$ cat src/core/mcrb_pkg.sv
// Package of offsets, field positions and reset values for the MAC control register bank
package mcrb_pkg;
  // Register word indices; the byte address is four times the index
  localparam logic [15:0] IDX_STATUS = 16'h2180;
  localparam logic [15:0] IDX_CIPHER_RUN = 16'h218e;
  localparam logic [15:0] IDX_ENGINE_RESET = 16'h2190;
  localparam logic [15:0] IDX_RX_CONTROL = 16'h2191;
  localparam logic [15:0] IDX_ACK_SEQ = 16'h2192;
  localparam logic [15:0] IDX_SECURITY = 16'h2193;
  localparam logic [15:0] IDX_IRQ_STATUS = 16'h21a0;
  localparam logic [15:0] IDX_IRQ_MASK = 16'h21a1;
  // Status bit positions
  localparam int STS_CRC_OK = 0;
  localparam int STS_CIPHER_DONE = 4;
  // Cipher run bit
  localparam int RUN_GO = 0;
  // Engine reset bits
  localparam int INIT_FIFO_BIT = 7;
  localparam int RST_TX_BIT = 6;
  localparam int RST_RX_BIT = 5;
  localparam int RST_AES_BIT = 4;
  // Receive control bits
  localparam int CTL_ACK_FILT = 4;
  localparam int CTL_COORD = 3;
  localparam int CTL_ADDR_FILT = 2;
  localparam int CTL_CRC_FILT = 1;
  // Security register key select bit
  localparam int PROT_KEYSEL = 7;
  // Interrupt status bits
  localparam int IRQ_RX = 0;
  localparam int IRQ_CIPHER = 1;
  // Reset values
  localparam logic [7:0] RST_VAL_ENGINE = 8'h00;
  localparam logic [7:0] RST_VAL_CTRL = 8'h06;
  localparam logic [7:0] RST_VAL_ACK_SEQ = 8'h00;
  localparam logic [7:0] RST_VAL_PROT = 8'h00;
  // Writable masks
  localparam logic [7:0] MASK_ENGINE = 8'hf0;
  localparam logic [7:0] MASK_CTRL = 8'h1e;
  localparam logic [1:0] MASK_IRQ = 2'h3;
endpackage : mcrb_pkg

$ cat src/core/mcrb_rx_filter.sv
// Receive interrupt filter deciding whether a finished packet raises an event
`timescale 1ns/1ns
`default_nettype none
module mcrb_rx_filter (
  // Clock and reset
  input wire logic pclk,
  input wire logic presetn,
  // Packet report from the receiver
  input wire logic pkt_done,
  input wire logic pkt_crc_good,
  input wire logic pkt_addr_match,
  input wire logic pkt_is_ack,
  input wire logic [7:0] pkt_seq,
  // Filter settings
  input wire logic ack_sequence_filter,
  input wire logic addr_filter,
  input wire logic crc_filter,
  input wire logic [7:0] expected_ack_sequence,
  // Filtered event
  output logic rx_event
);
  // Registered copy of the verdict
  typedef struct packed {
    logic event_q;
  } mcrb_flt_t;
  mcrb_flt_t state_ff;
  mcrb_flt_t nxt_state;
  logic drop;

  // Decide whether the packet is suppressed
  always_comb begin
    drop = 1'b0;
    if (crc_filter && !pkt_crc_good) begin
      drop = 1'b1;
    end
    if (addr_filter && !pkt_addr_match) begin
      drop = 1'b1;
    end
    if (ack_sequence_filter && pkt_is_ack && (pkt_seq != expected_ack_sequence)) begin
      drop = 1'b1;
    end
    nxt_state.event_q = pkt_done && !drop;
  end

  // Register the verdict
  always_ff @(posedge pclk or negedge presetn) begin
    if (!presetn) begin
      state_ff <= '0;
    end else begin
      state_ff <= nxt_state;
    end
  end

  assign rx_event = state_ff.event_q;

  // Bad CRC under filter never yields an event
  property p_crc_drop;
    @(posedge pclk) disable iff (!presetn)
      (pkt_done && crc_filter && !pkt_crc_good) |=> !rx_event;
  endproperty
  a_crc_drop: assert property (p_crc_drop) else $error("crc filtered packet raised event");

  // Address mismatch under filter never yields an event
  property p_addr_drop;
    @(posedge pclk) disable iff (!presetn)
      (pkt_done && addr_filter && !pkt_addr_match) |=> !rx_event;
  endproperty
  a_addr_drop: assert property (p_addr_drop) else $error("address filtered packet raised event");

  // Wrong acknowledgement sequence under filter never yields an event
  property p_ack_drop;
    @(posedge pclk) disable iff (!presetn)
      (pkt_done && ack_sequence_filter && pkt_is_ack && pkt_seq != expected_ack_sequence) |=> !rx_event;
  endproperty
  a_ack_drop: assert property (p_ack_drop) else $error("ack filtered packet raised event");

  // With no filter enabled every packet gives an event
  property p_ack_unused;
    @(posedge pclk) disable iff (!presetn)
      (pkt_done && !ack_sequence_filter && !addr_filter && !crc_filter) |=> rx_event;
  endproperty
  a_ack_unused: assert property (p_ack_unused) else $error("unfiltered packet lost");
endmodule : mcrb_rx_filter
`default_nettype wire

$ cat src/core/mcrb_top.sv
// APB register bank controlling the MAC engines, receive filters and standalone cipher
// What this block does
// - Set CRC pass flag on good checksum
// - Writing one starts standalone AES operation
// - Start bit self clears; register write only
// - Bit 7 initialises the packet FIFO
// - Bit 6 resets transmit state machine
// - Bit 5 resets receive state machine
// - Bit 4 initialises AES; low bits zero
// - Ack filter drops wrong sequence interrupts
// - Bit 3 enables coordinator functions
// - Address filter drops foreign packet interrupts
// - CRC filter drops bad packet interrupts
// - Expected sequence register, used under filter
// - Cipher done flag sticky until cleared
// - Key select picks key one or zero
`timescale 1ns/1ns
`default_nettype none
module mcrb_top (
  // APB slave
  input wire logic pclk,
  input wire logic presetn,
  input wire logic psel,
  input wire logic penable,
  input wire logic pwrite,
  input wire logic [17:0] paddr,
  input wire logic [31:0] pwdata,
  output logic [31:0] prdata,
  output logic pready,
  output logic pslverr,
  // Receiver packet report
  input wire logic pkt_done,
  input wire logic pkt_crc_good,
  input wire logic pkt_addr_match,
  input wire logic pkt_is_ack,
  input wire logic [7:0] pkt_seq,
  // Cipher engine handshake
  input wire logic cipher_finished,
  output logic standalone_cipher_go,
  output logic standalone_key_select,
  // Engine initialisation levels and coordinator enable
  output logic fifo_init,
  output logic transmit_fsm_init,
  output logic receive_fsm_init,
  output logic aes_init,
  output logic network_coordinator_enable,
  // Interrupt
  output logic irq
);
  // All register state
  typedef struct packed {
    logic go;
    logic crc_ok;
    logic cipher_done;
    logic [7:0] engine;
    logic [7:0] ctrl;
    logic [7:0] ack_seq;
    logic [7:0] prot;
    logic [1:0] irq_sts;
    logic [1:0] irq_msk;
    logic [31:0] rdata;
  } mcrb_regs_t;
  mcrb_regs_t regs_ff;
  mcrb_regs_t nxt_regs;
  logic wr_en;
  logic rd_en;
  logic rx_event;
  logic [7:0] wbyte;
  logic hit;

  // Map a word byte address to its printed index
  function automatic logic [15:0] word_index(input logic [17:0] a);
    word_index = a[17:2];
  endfunction : word_index

  // Check that an index is a mapped register
  function automatic logic is_mapped(input logic [15:0] i);
    is_mapped = (i == mcrb_pkg::IDX_STATUS) || (i == mcrb_pkg::IDX_CIPHER_RUN) ||
                (i == mcrb_pkg::IDX_ENGINE_RESET) || (i == mcrb_pkg::IDX_RX_CONTROL) ||
                (i == mcrb_pkg::IDX_ACK_SEQ) || (i == mcrb_pkg::IDX_SECURITY) ||
                (i == mcrb_pkg::IDX_IRQ_STATUS) || (i == mcrb_pkg::IDX_IRQ_MASK);
  endfunction : is_mapped

  // Receive interrupt filter
  mcrb_rx_filter i_mcrb_rx_filter (
    .pclk(pclk),
    .presetn(presetn),
    .pkt_done(pkt_done),
    .pkt_crc_good(pkt_crc_good),
    .pkt_addr_match(pkt_addr_match),
    .pkt_is_ack(pkt_is_ack),
    .pkt_seq(pkt_seq),
    .ack_sequence_filter(regs_ff.ctrl[mcrb_pkg::CTL_ACK_FILT]),
    .addr_filter(regs_ff.ctrl[mcrb_pkg::CTL_ADDR_FILT]),
    .crc_filter(regs_ff.ctrl[mcrb_pkg::CTL_CRC_FILT]),
    .expected_ack_sequence(regs_ff.ack_seq),
    .rx_event(rx_event)
  );

  // Bus strobes: zero wait state slave
  assign hit = is_mapped(word_index(paddr));
  assign wr_en = psel && penable && pwrite && hit;
  assign rd_en = psel && !penable && !pwrite;
  assign wbyte = pwdata[7:0];

  // Next state of every register
  always_comb begin
    nxt_regs = regs_ff;
    // Start pulse lasts one cycle and clears itself
    nxt_regs.go = 1'b0;
    // CRC pass flag follows each finished packet
    if (pkt_done) begin
      nxt_regs.crc_ok = pkt_crc_good;
    end
    // Writes
    if (wr_en) begin
      case (word_index(paddr))
        mcrb_pkg::IDX_STATUS: begin
          // Writing one clears the done flag
          if (wbyte[mcrb_pkg::STS_CIPHER_DONE]) begin
            nxt_regs.cipher_done = 1'b0;
          end
        end
        mcrb_pkg::IDX_CIPHER_RUN: begin
          nxt_regs.go = wbyte[mcrb_pkg::RUN_GO];
        end
        mcrb_pkg::IDX_ENGINE_RESET: begin
          nxt_regs.engine = wbyte & mcrb_pkg::MASK_ENGINE;
        end
        mcrb_pkg::IDX_RX_CONTROL: begin
          // Bit 0 and reserved bits are not stored
          nxt_regs.ctrl = wbyte & mcrb_pkg::MASK_CTRL;
        end
        mcrb_pkg::IDX_ACK_SEQ: begin
          nxt_regs.ack_seq = wbyte;
        end
        mcrb_pkg::IDX_SECURITY: begin
          nxt_regs.prot = wbyte;
        end
        mcrb_pkg::IDX_IRQ_STATUS: begin
          nxt_regs.irq_sts = regs_ff.irq_sts & ~(wbyte[1:0] & mcrb_pkg::MASK_IRQ);
        end
        mcrb_pkg::IDX_IRQ_MASK: begin
          nxt_regs.irq_msk = wbyte[1:0];
        end
        default: begin
          nxt_regs.go = 1'b0;
        end
      endcase
    end
    // Hardware sets win over software clears
    if (cipher_finished) begin
      nxt_regs.cipher_done = 1'b1;
      nxt_regs.irq_sts[mcrb_pkg::IRQ_CIPHER] = 1'b1;
    end
    if (rx_event) begin
      nxt_regs.irq_sts[mcrb_pkg::IRQ_RX] = 1'b1;
    end
    // Read data captured in the setup phase
    if (rd_en) begin
      case (word_index(paddr))
        mcrb_pkg::IDX_STATUS: begin
          nxt_regs.rdata = {27'h0, regs_ff.cipher_done, 3'h0, regs_ff.crc_ok};
        end
        mcrb_pkg::IDX_ENGINE_RESET: begin
          nxt_regs.rdata = {24'h0, regs_ff.engine};
        end
        mcrb_pkg::IDX_RX_CONTROL: begin
          nxt_regs.rdata = {24'h0, regs_ff.ctrl};
        end
        mcrb_pkg::IDX_ACK_SEQ: begin
          nxt_regs.rdata = {24'h0, regs_ff.ack_seq};
        end
        mcrb_pkg::IDX_SECURITY: begin
          nxt_regs.rdata = {24'h0, regs_ff.prot};
        end
        mcrb_pkg::IDX_IRQ_STATUS: begin
          nxt_regs.rdata = {30'h0, regs_ff.irq_sts};
        end
        mcrb_pkg::IDX_IRQ_MASK: begin
          nxt_regs.rdata = {30'h0, regs_ff.irq_msk};
        end
        default: begin
          // Write-only and unmapped words read zero
          nxt_regs.rdata = 32'h0;
        end
      endcase
    end
  end

  // Register everything
  always_ff @(posedge pclk or negedge presetn) begin
    if (!presetn) begin
      regs_ff.go <= 1'b0;
      regs_ff.crc_ok <= 1'b0;
      regs_ff.cipher_done <= 1'b0;
      regs_ff.engine <= mcrb_pkg::RST_VAL_ENGINE;
      regs_ff.ctrl <= mcrb_pkg::RST_VAL_CTRL;
      regs_ff.ack_seq <= mcrb_pkg::RST_VAL_ACK_SEQ;
      regs_ff.prot <= mcrb_pkg::RST_VAL_PROT;
      regs_ff.irq_sts <= 2'h0;
      regs_ff.irq_msk <= 2'h0;
      regs_ff.rdata <= 32'h0;
    end else begin
      regs_ff <= nxt_regs;
    end
  end

  // Outputs
  assign pready = 1'b1;
  assign pslverr = psel && penable && !hit;
  assign prdata = regs_ff.rdata;
  assign standalone_cipher_go = regs_ff.go;
  assign standalone_key_select = regs_ff.prot[mcrb_pkg::PROT_KEYSEL];
  assign fifo_init = regs_ff.engine[mcrb_pkg::INIT_FIFO_BIT];
  assign transmit_fsm_init = regs_ff.engine[mcrb_pkg::RST_TX_BIT];
  assign receive_fsm_init = regs_ff.engine[mcrb_pkg::RST_RX_BIT];
  assign aes_init = regs_ff.engine[mcrb_pkg::RST_AES_BIT];
  assign network_coordinator_enable = regs_ff.ctrl[mcrb_pkg::CTL_COORD];
  assign irq = |(regs_ff.irq_sts & regs_ff.irq_msk);

  // A start pulse lasts one cycle unless a write follows it
  property p_go_pulse;
    @(posedge pclk) disable iff (!presetn)
      standalone_cipher_go |=> !standalone_cipher_go || $past(wr_en);
  endproperty
  a_go_pulse: assert property (p_go_pulse) else $error("start bit did not self clear");

  // A start write gives the pulse on the next cycle
  property p_go_start;
    @(posedge pclk) disable iff (!presetn)
      (wr_en && word_index(paddr) == mcrb_pkg::IDX_CIPHER_RUN && pwdata[0]) |=> standalone_cipher_go;
  endproperty
  a_go_start: assert property (p_go_start) else $error("start write gave no pulse");

  // Cipher finish leaves done set
  property p_done_set;
    @(posedge pclk) disable iff (!presetn)
      cipher_finished |=> regs_ff.cipher_done;
  endproperty
  a_done_set: assert property (p_done_set) else $error("done flag not set");

  // Done stays set without a clearing write
  property p_done_hold;
    @(posedge pclk) disable iff (!presetn)
      (regs_ff.cipher_done && !wr_en) |=> regs_ff.cipher_done;
  endproperty
  a_done_hold: assert property (p_done_hold) else $error("done flag dropped");

  // Good packet sets CRC flag
  property p_crc_flag;
    @(posedge pclk) disable iff (!presetn)
      (pkt_done && pkt_crc_good) |=> regs_ff.crc_ok;
  endproperty
  a_crc_flag: assert property (p_crc_flag) else $error("crc flag not set");

  // FIFO init level holds until a write
  property p_init_hold;
    @(posedge pclk) disable iff (!presetn)
      (fifo_init && !wr_en) |=> fifo_init;
  endproperty
  a_init_hold: assert property (p_init_hold) else $error("fifo init dropped alone");

  // Low engine bits always zero
  property p_engine_low;
    @(posedge pclk) disable iff (!presetn)
      regs_ff.engine[3:0] == 4'h0;
  endproperty
  a_engine_low: assert property (p_engine_low) else $error("reserved engine bits set");

  // Key select follows the security write
  property p_keysel;
    @(posedge pclk) disable iff (!presetn)
      (wr_en && word_index(paddr) == mcrb_pkg::IDX_SECURITY) |=> standalone_key_select == $past(pwdata[7]);
  endproperty
  a_keysel: assert property (p_keysel) else $error("key select mismatch");

  // No start pulse without a start write
  property p_go_quiet;
    @(posedge pclk) disable iff (!presetn)
      !(wr_en && word_index(paddr) == mcrb_pkg::IDX_CIPHER_RUN) |=> !standalone_cipher_go;
  endproperty
  a_go_quiet: assert property (p_go_quiet) else $error("start pulse without write");

  // The write-only run word reads back as zero
  property p_run_reads_zero;
    @(posedge pclk) disable iff (!presetn)
      (rd_en && word_index(paddr) == mcrb_pkg::IDX_CIPHER_RUN) |=> prdata == 32'h0;
  endproperty
  a_run_reads_zero: assert property (p_run_reads_zero) else $error("run word read nonzero");

  // Bad packet leaves the CRC pass flag clear
  property p_crc_clear;
    @(posedge pclk) disable iff (!presetn)
      (pkt_done && !pkt_crc_good) |=> !regs_ff.crc_ok;
  endproperty
  a_crc_clear: assert property (p_crc_clear) else $error("crc flag set on bad packet");

  // CRC pass flag only moves with a finished packet
  property p_crc_hold;
    @(posedge pclk) disable iff (!presetn)
      !pkt_done |=> $stable(regs_ff.crc_ok);
  endproperty
  a_crc_hold: assert property (p_crc_hold) else $error("crc flag changed without packet");

  // FIFO init level takes the written bit
  property p_fifo_write;
    @(posedge pclk) disable iff (!presetn)
      (wr_en && word_index(paddr) == mcrb_pkg::IDX_ENGINE_RESET) |=>
        fifo_init == $past(pwdata[mcrb_pkg::INIT_FIFO_BIT]);
  endproperty
  a_fifo_write: assert property (p_fifo_write) else $error("fifo init mismatch");

  // Transmit init level takes the written bit
  property p_tx_write;
    @(posedge pclk) disable iff (!presetn)
      (wr_en && word_index(paddr) == mcrb_pkg::IDX_ENGINE_RESET) |=>
        transmit_fsm_init == $past(pwdata[mcrb_pkg::RST_TX_BIT]);
  endproperty
  a_tx_write: assert property (p_tx_write) else $error("transmit init mismatch");

  // Receive init level takes the written bit
  property p_rx_write;
    @(posedge pclk) disable iff (!presetn)
      (wr_en && word_index(paddr) == mcrb_pkg::IDX_ENGINE_RESET) |=>
        receive_fsm_init == $past(pwdata[mcrb_pkg::RST_RX_BIT]);
  endproperty
  a_rx_write: assert property (p_rx_write) else $error("receive init mismatch");

  // Cipher init level takes the written bit
  property p_aes_write;
    @(posedge pclk) disable iff (!presetn)
      (wr_en && word_index(paddr) == mcrb_pkg::IDX_ENGINE_RESET) |=>
        aes_init == $past(pwdata[mcrb_pkg::RST_AES_BIT]);
  endproperty
  a_aes_write: assert property (p_aes_write) else $error("cipher init mismatch");

  // Coordinator enable takes the written bit
  property p_coord_write;
    @(posedge pclk) disable iff (!presetn)
      (wr_en && word_index(paddr) == mcrb_pkg::IDX_RX_CONTROL) |=>
        network_coordinator_enable == $past(pwdata[mcrb_pkg::CTL_COORD]);
  endproperty
  a_coord_write: assert property (p_coord_write) else $error("coordinator enable mismatch");

  // Expected sequence takes the whole written byte
  property p_ack_seq_write;
    @(posedge pclk) disable iff (!presetn)
      (wr_en && word_index(paddr) == mcrb_pkg::IDX_ACK_SEQ) |=> regs_ff.ack_seq == $past(pwdata[7:0]);
  endproperty
  a_ack_seq_write: assert property (p_ack_seq_write) else $error("expected sequence mismatch");

  // A clearing write drops the done flag when no finish collides
  property p_done_clear;
    @(posedge pclk) disable iff (!presetn)
      (regs_ff.cipher_done && wr_en && word_index(paddr) == mcrb_pkg::IDX_STATUS &&
       pwdata[mcrb_pkg::STS_CIPHER_DONE] && !cipher_finished) |=> !regs_ff.cipher_done;
  endproperty
  a_done_clear: assert property (p_done_clear) else $error("done flag not cleared");
endmodule : mcrb_top
`default_nettype wire

$ cat config.mk
export PLATFORM = sky130hd
export DESIGN_NAME = mcrb_top
export DESIGN_NICKNAME = d
export VERILOG_FILES = /design/src/core/mcrb_pkg.sv /design/src/core/mcrb_rx_filter.sv /design/src/core/mcrb_top.sv
export SDC_FILE = /design/constraint.sdc
export NUM_CORES = 1
export LEC_CHECK = 0
export BUFFER_PORTS_ARGS = -buffer_cell sky130_fd_sc_hd__buf_4
export CAP_MARGIN = 40
export CORE_MARGIN = 2
export CORE_UTILIZATION = 40
export CTS_CLUSTER_SIZE = 14
export DETAILED_ROUTE_END_ITERATION = 6
export GPL_ROUTABILITY_DRIVEN = 0
export PLACE_DENSITY = 0.7
export SYNTH_ARGS = -nofsm -noshare
export SYNTH_HDL_FRONTEND = slang
export SYNTH_SLANG_ARGS = --single-unit
$ cat constraint.sdc
create_clock -name pclk -period 4.9 [get_ports pclk]
set_input_delay 0.98 -clock pclk [delete_from_list [all_inputs] [get_ports pclk]]
set_output_delay 0.98 -clock pclk [all_outputs]
set_load 0.01 [all_outputs]
After elaboration in Yosys (flattened, before gate mapping) --
Index checks and enable logic that the tools add are counted.
Storage, ports and cells: flip-flop bits (word level) 64, bits in latches 0, bits in writable memories 0, ROM bits 0, input port bits 68, word-level logic and storage cells 81, memories 0
Operators by class: add/subtract/negate cells 0, $mul 0, divide/modulo/power cells 0, order comparisons 0, equality and inequality tests 9, shift operators 0, multiplexer cells 18, bitwise gates (word level) 3, reduce and logical (&&, ||, !) cells 39
Operators by type and width (count):
- 16-bit by 14-bit equality test with 1-bit output (second input constant) | 8
- 8-bit one-hot mux with 7 select lines | 1
- 37-bit two-way mux | 1
- 8-bit two-way mux | 3
- 2-bit AND reduction | 7
- 2-bit nonzero test | 6
- 1-bit logical AND | 11
- 1-bit two-way mux | 10
- 8-bit != test | 1
- 1-bit logical OR | 7
- 1-bit logical NOT | 6
- 5-bit two-way mux | 1
- 2-bit AND | 2
- 2-bit two-way mux | 2
- 3-bit AND reduction | 1
- 2-bit NOT | 1
- 2-bit OR reduction | 1

Depth between registers and ports, before layout --
depth in word-level cells 11, mapped depth 6

Hierarchy --
From an unflattened synthesis, not the netlist that was laid out.
Unflattened totals: cell total of the unflattened synthesis 215, area, all modules 2337.2 um^2
Modules (own cells, without submodules):
- mcrb_top | instances 1, cells each 199, area each 2203.4 um^2
- mcrb_rx_filter | instances 1, cells each 16, area each 133.9 um^2

Worst setup path before layout --
No wires, ideal clock.
path type input-to-output, start input paddr[7], end output pslverr, arrival time 2.097 ns, required time 3.920 ns, path slack 1.823 ns, cell stages on the path 4, path through or3b_2 or3_1 o211ai_1 a31oi_1
On the way: cells in the longest elaborated chain, start to end 10
Ends and longest elaborated chain:
- from (decl) | line mcrb_top.sv:26 | input wire logic [17:0] paddr,
- 16-bit by 14-bit equality test with 1-bit output | line mcrb_top.sv:78 | is_mapped = (i == mcrb_pkg::IDX_STATUS) || (i == mcrb_pkg::IDX_CIPHER_RUN) ||
- 1-bit logical OR (2 in series) | line mcrb_top.sv:78
- 1-bit logical OR (2 in series) | line mcrb_top.sv:79 | (i == mcrb_pkg::IDX_ENGINE_RESET) || (i == mcrb_pkg::IDX_RX_CONTROL) ||
- 1-bit logical OR (2 in series) | line mcrb_top.sv:80 | (i == mcrb_pkg::IDX_ACK_SEQ) || (i == mcrb_pkg::IDX_SECURITY) ||
- 1-bit logical OR * | line mcrb_top.sv:81 | (i == mcrb_pkg::IDX_IRQ_STATUS) || (i == mcrb_pkg::IDX_IRQ_MASK);
- 1-bit logical NOT * | line mcrb_top.sv:211 | assign pslverr = psel && penable && !hit;
- 1-bit logical AND * | line mcrb_top.sv:211
- to (decl) | line mcrb_top.sv:30 | output logic pslverr,
Mark *: on every way between the ends. The rest lies on a longest branch, timed or not.

Worst setup path in the final report --
start input paddr[14], end output pslverr
Same word-level chain as after synthesis.

==> metrics <==
Synth Register Bits 40; multiplexer share of the synthesized area 0.186; DP HPWL 4180 um; area grow syn2layout 17.9%; Synth top cells by count dfrtp_1, buf_4, mux2_2; CP Max Fanout 5; CTS tree built; Post-Syn Instances 221; fraction of layout cells with a size suffix above 1 0.419; initial antenna violation count 0; Global Route Usage Sum 0.170; PostCTS Resize Cnt 0; DRC viols 0; first-pass GRT wire length 8590 um; CORE AREA between 5000 and 6000 sq um; placed instance count 339; final setup violation count 0; Final Hold Fails 0; maximum clock rate 0.294 GHz; Worst Min Path Start i_mcrb_rx_filter.rx_event; # port buffers 58; RSZ-0062 raised after global routing no; critical path capture point type output port; vias 1,836; period utilization 0.695; NumNets Final 339; initial DRC count 108; DRT Wirelength 5440 um; Reg clk slew, reported paths 0.08 ns; Worst slew margin 0.469; Post-DP Area 2760 sq um; Post-CTS Hold Fix Bufs 0; worst path bufs/invs 2; pre-CTS WS 1.49 ns; Diodes inserted 0; kind of start point of the critical path input port; Ports 110; Syn Std Cell Area roughly 2400 sq um; Critical Path Start paddr[14]; Starting Density 0.411; worst path cell trace buf_4 > nor4b_1 > nand4_1 > nand3_1 > a31oi_1 > buf_4; Slew Limit Fails 0; cell mode on critical path buf_4; Die ar. 6680 sq um; share of the yosys chip area belonging to registers 0.415; worst setup slack after layout 1.50 ns; Setup TNS 0 ns; crit-path max cell delay 0.66 ns; Yosys cell types 44; Overflow after GRT 0; Max VDD drop around 100 uV; chip height approximately 80 um; number of synthesized flops with an enable pin 0; first-pass detailed-route iteration total 4; CP Class input port to output port; Simple-Gate Fraction of Synth Area 0.162; top cells by area, synth dfrtp_1, mux2_2, buf_4; Mean Syn Cell Area 10.9 sq um; WL/cell between 15 and 20 um; RR Startpoint regs_ff[51]; remaining antenna violation count after routing 0; Pwr per Cell Area roughly 220 nW/um^2; CTS H-Tree Depth 2; Setup Buffers After CTS 0; final period demand of the worst path 3.40 ns; most numerous cell in the Yosys netlist dfrtp_1; post-synth top area cell dfrtp_1; Pleak 1.34 nW; asr flop ratio synth 1.00; Synth Area in Adders 0; clock skew 0.00666 ns; CP delay by family, top simple AND/OR/NAND/NOR gates; pin count of the biggest net entering global routing 41; arrival time at the worst endpoint approximately 2.4 ns; worst skew pair latency 0.29 ns; Worst path slowest cell nor4b_1; Top FF cell, synth dfrtp_1; CTS root buffer clkbuf_8; HP Class register to register; post-synthesis xor/xnor area fraction 0.0290; vias in the first global route 1,685; Compound-Gate Fraction of Synth Area 0.0813; synth warn 0; CTS buffer count 5; row count 28; fin cells 347; status completed; # Max-Cap Violations 0; slew at the pin with the worst max-slew slack 0.789 ns; Worst EP required 3.92 ns; clk sinks 40; vias per std cell 5.29; Clock Tree Buf Depth 2; largest family of logic cells by synthesized area multiplexers; Core Util, Final 0.484; die width 81.7 um; Final Cell Area between 2000 and 3000 sq um; Yosys top cell area share 0.394
==> flip-flops by register name, summed over array words and instances, names as in the netlist <==
| name | flops |
|---|---|
| standalone_cipher_go | 1 |
| fifo_init | 1 |
| aes_init | 1 |
| regs_ff | 24 |
| i_mcrb_rx_filter.rx_event | 1 |
| transmit_fsm_init | 1 |
| standalone_key_select | 1 |
| prdata | 8 |
| receive_fsm_init | 1 |
| network_coordinator_enable | 1 |
==> worst register-to-register path, cell delays in order (launching register included) <==
cell	delay, ns
dfrtp_1	0.41
xor2_1	0.18
nor4_1	0.34
nand2_1	0.10
a31oi_1	0.17
==> power breakdown <==
group | switching [mW] | internal (mW)
Combinational | 0.0406 | 0.0316
Clock | 0.116 | 0.0996
Sequential | 0.000805 | 0.331
==> layer usage <==
layer | track usage | vias up | share of wire
met2 | 0.274 | 64 | 0.49
met4 | 0.0450 | 0 | 0.0081
met1 | 0.232 | 911 | 0.44
met3 | 0.0374 | 4 | 0.062
li1 | - | 857 | -
met5 | 0 | - | 0
==> per-stage QoR <==
| stage | power, mW | hold slack, ns |
|---|---|---|
| after floorplan | 0.381 | 0.404 |
| after global placement | 0.410 | 0.409 |
| after detailed placement | 0.411 | 0.419 |
| after CTS | 0.627 | 0.437 |
| after global routing | 0.649 | 0.460 |
| final | 0.620 | 0.432 |
==> cells by family (layout without fill, tap and decap cells) <==
kind of cell           after synthesis  count (layout)
multiplexers                        39              39
AO/OA/AOI/OAI                       28              28
AND/OR/NAND/NOR                     60              60
XOR/XNOR                             8               8
other                                2              25
flip-flops                          40              40
buffers and inverters               44              72
==> worst paths after layout <==
check | end | slack (ns) | depth (start not counted)
worst max register to register | i_mcrb_rx_filter.rx_event | 3.63 | 4
min in group asynchronous | prdata[4] | 0.64 | 1
worst min register to register | regs_ff[34] | 0.43 | 1
worst min-delay path | regs_ff[34] | 0.43 | 1
max in group asynchronous | regs_ff[56] | 3.89 | 1
worst max-delay path | pslverr | 1.50 | 6
==> placed cells by master (no fill, tap or decap), types with 3 or more instances in the layout <==
master | netlist | layout
nor4_1 | 6 | 6
nor2_1 | 6 | 6
nand3_1 | 4 | 4
conb_1 | 2 | 25
nor4b_1 | 5 | 5
inv_1 | 4 | 4
xor2_1 | 8 | 8
o21ai_0 | 7 | 7
buf_4 | 33 | 60
clkbuf_8 | 0 | 5
nor3_1 | 3 | 3
mux2i_1 | 3 | 3
dfrtp_1 | 38 | 38
a21o_1 | 3 | 3
mux2_4 | 4 | 4
nand4_1 | 4 | 4
nand2_1 | 14 | 14
a22oi_1 | 10 | 10
or3b_2 | 3 | 3
mux2_2 | 32 | 32
==> layout make-up <==
cell class | count | area, sq um
clock inverter | 2 | 12.5
tap | 75 | 93.8
inverter | 4 | 15.0
sequential | 40 | 1000
clock buffer | 6 | 72.6
timing repair buffer | 60 | 450
fill | 569 | 3040
multi-input combinational | 160 | 1200
Power figures use the tool's default switching activity.
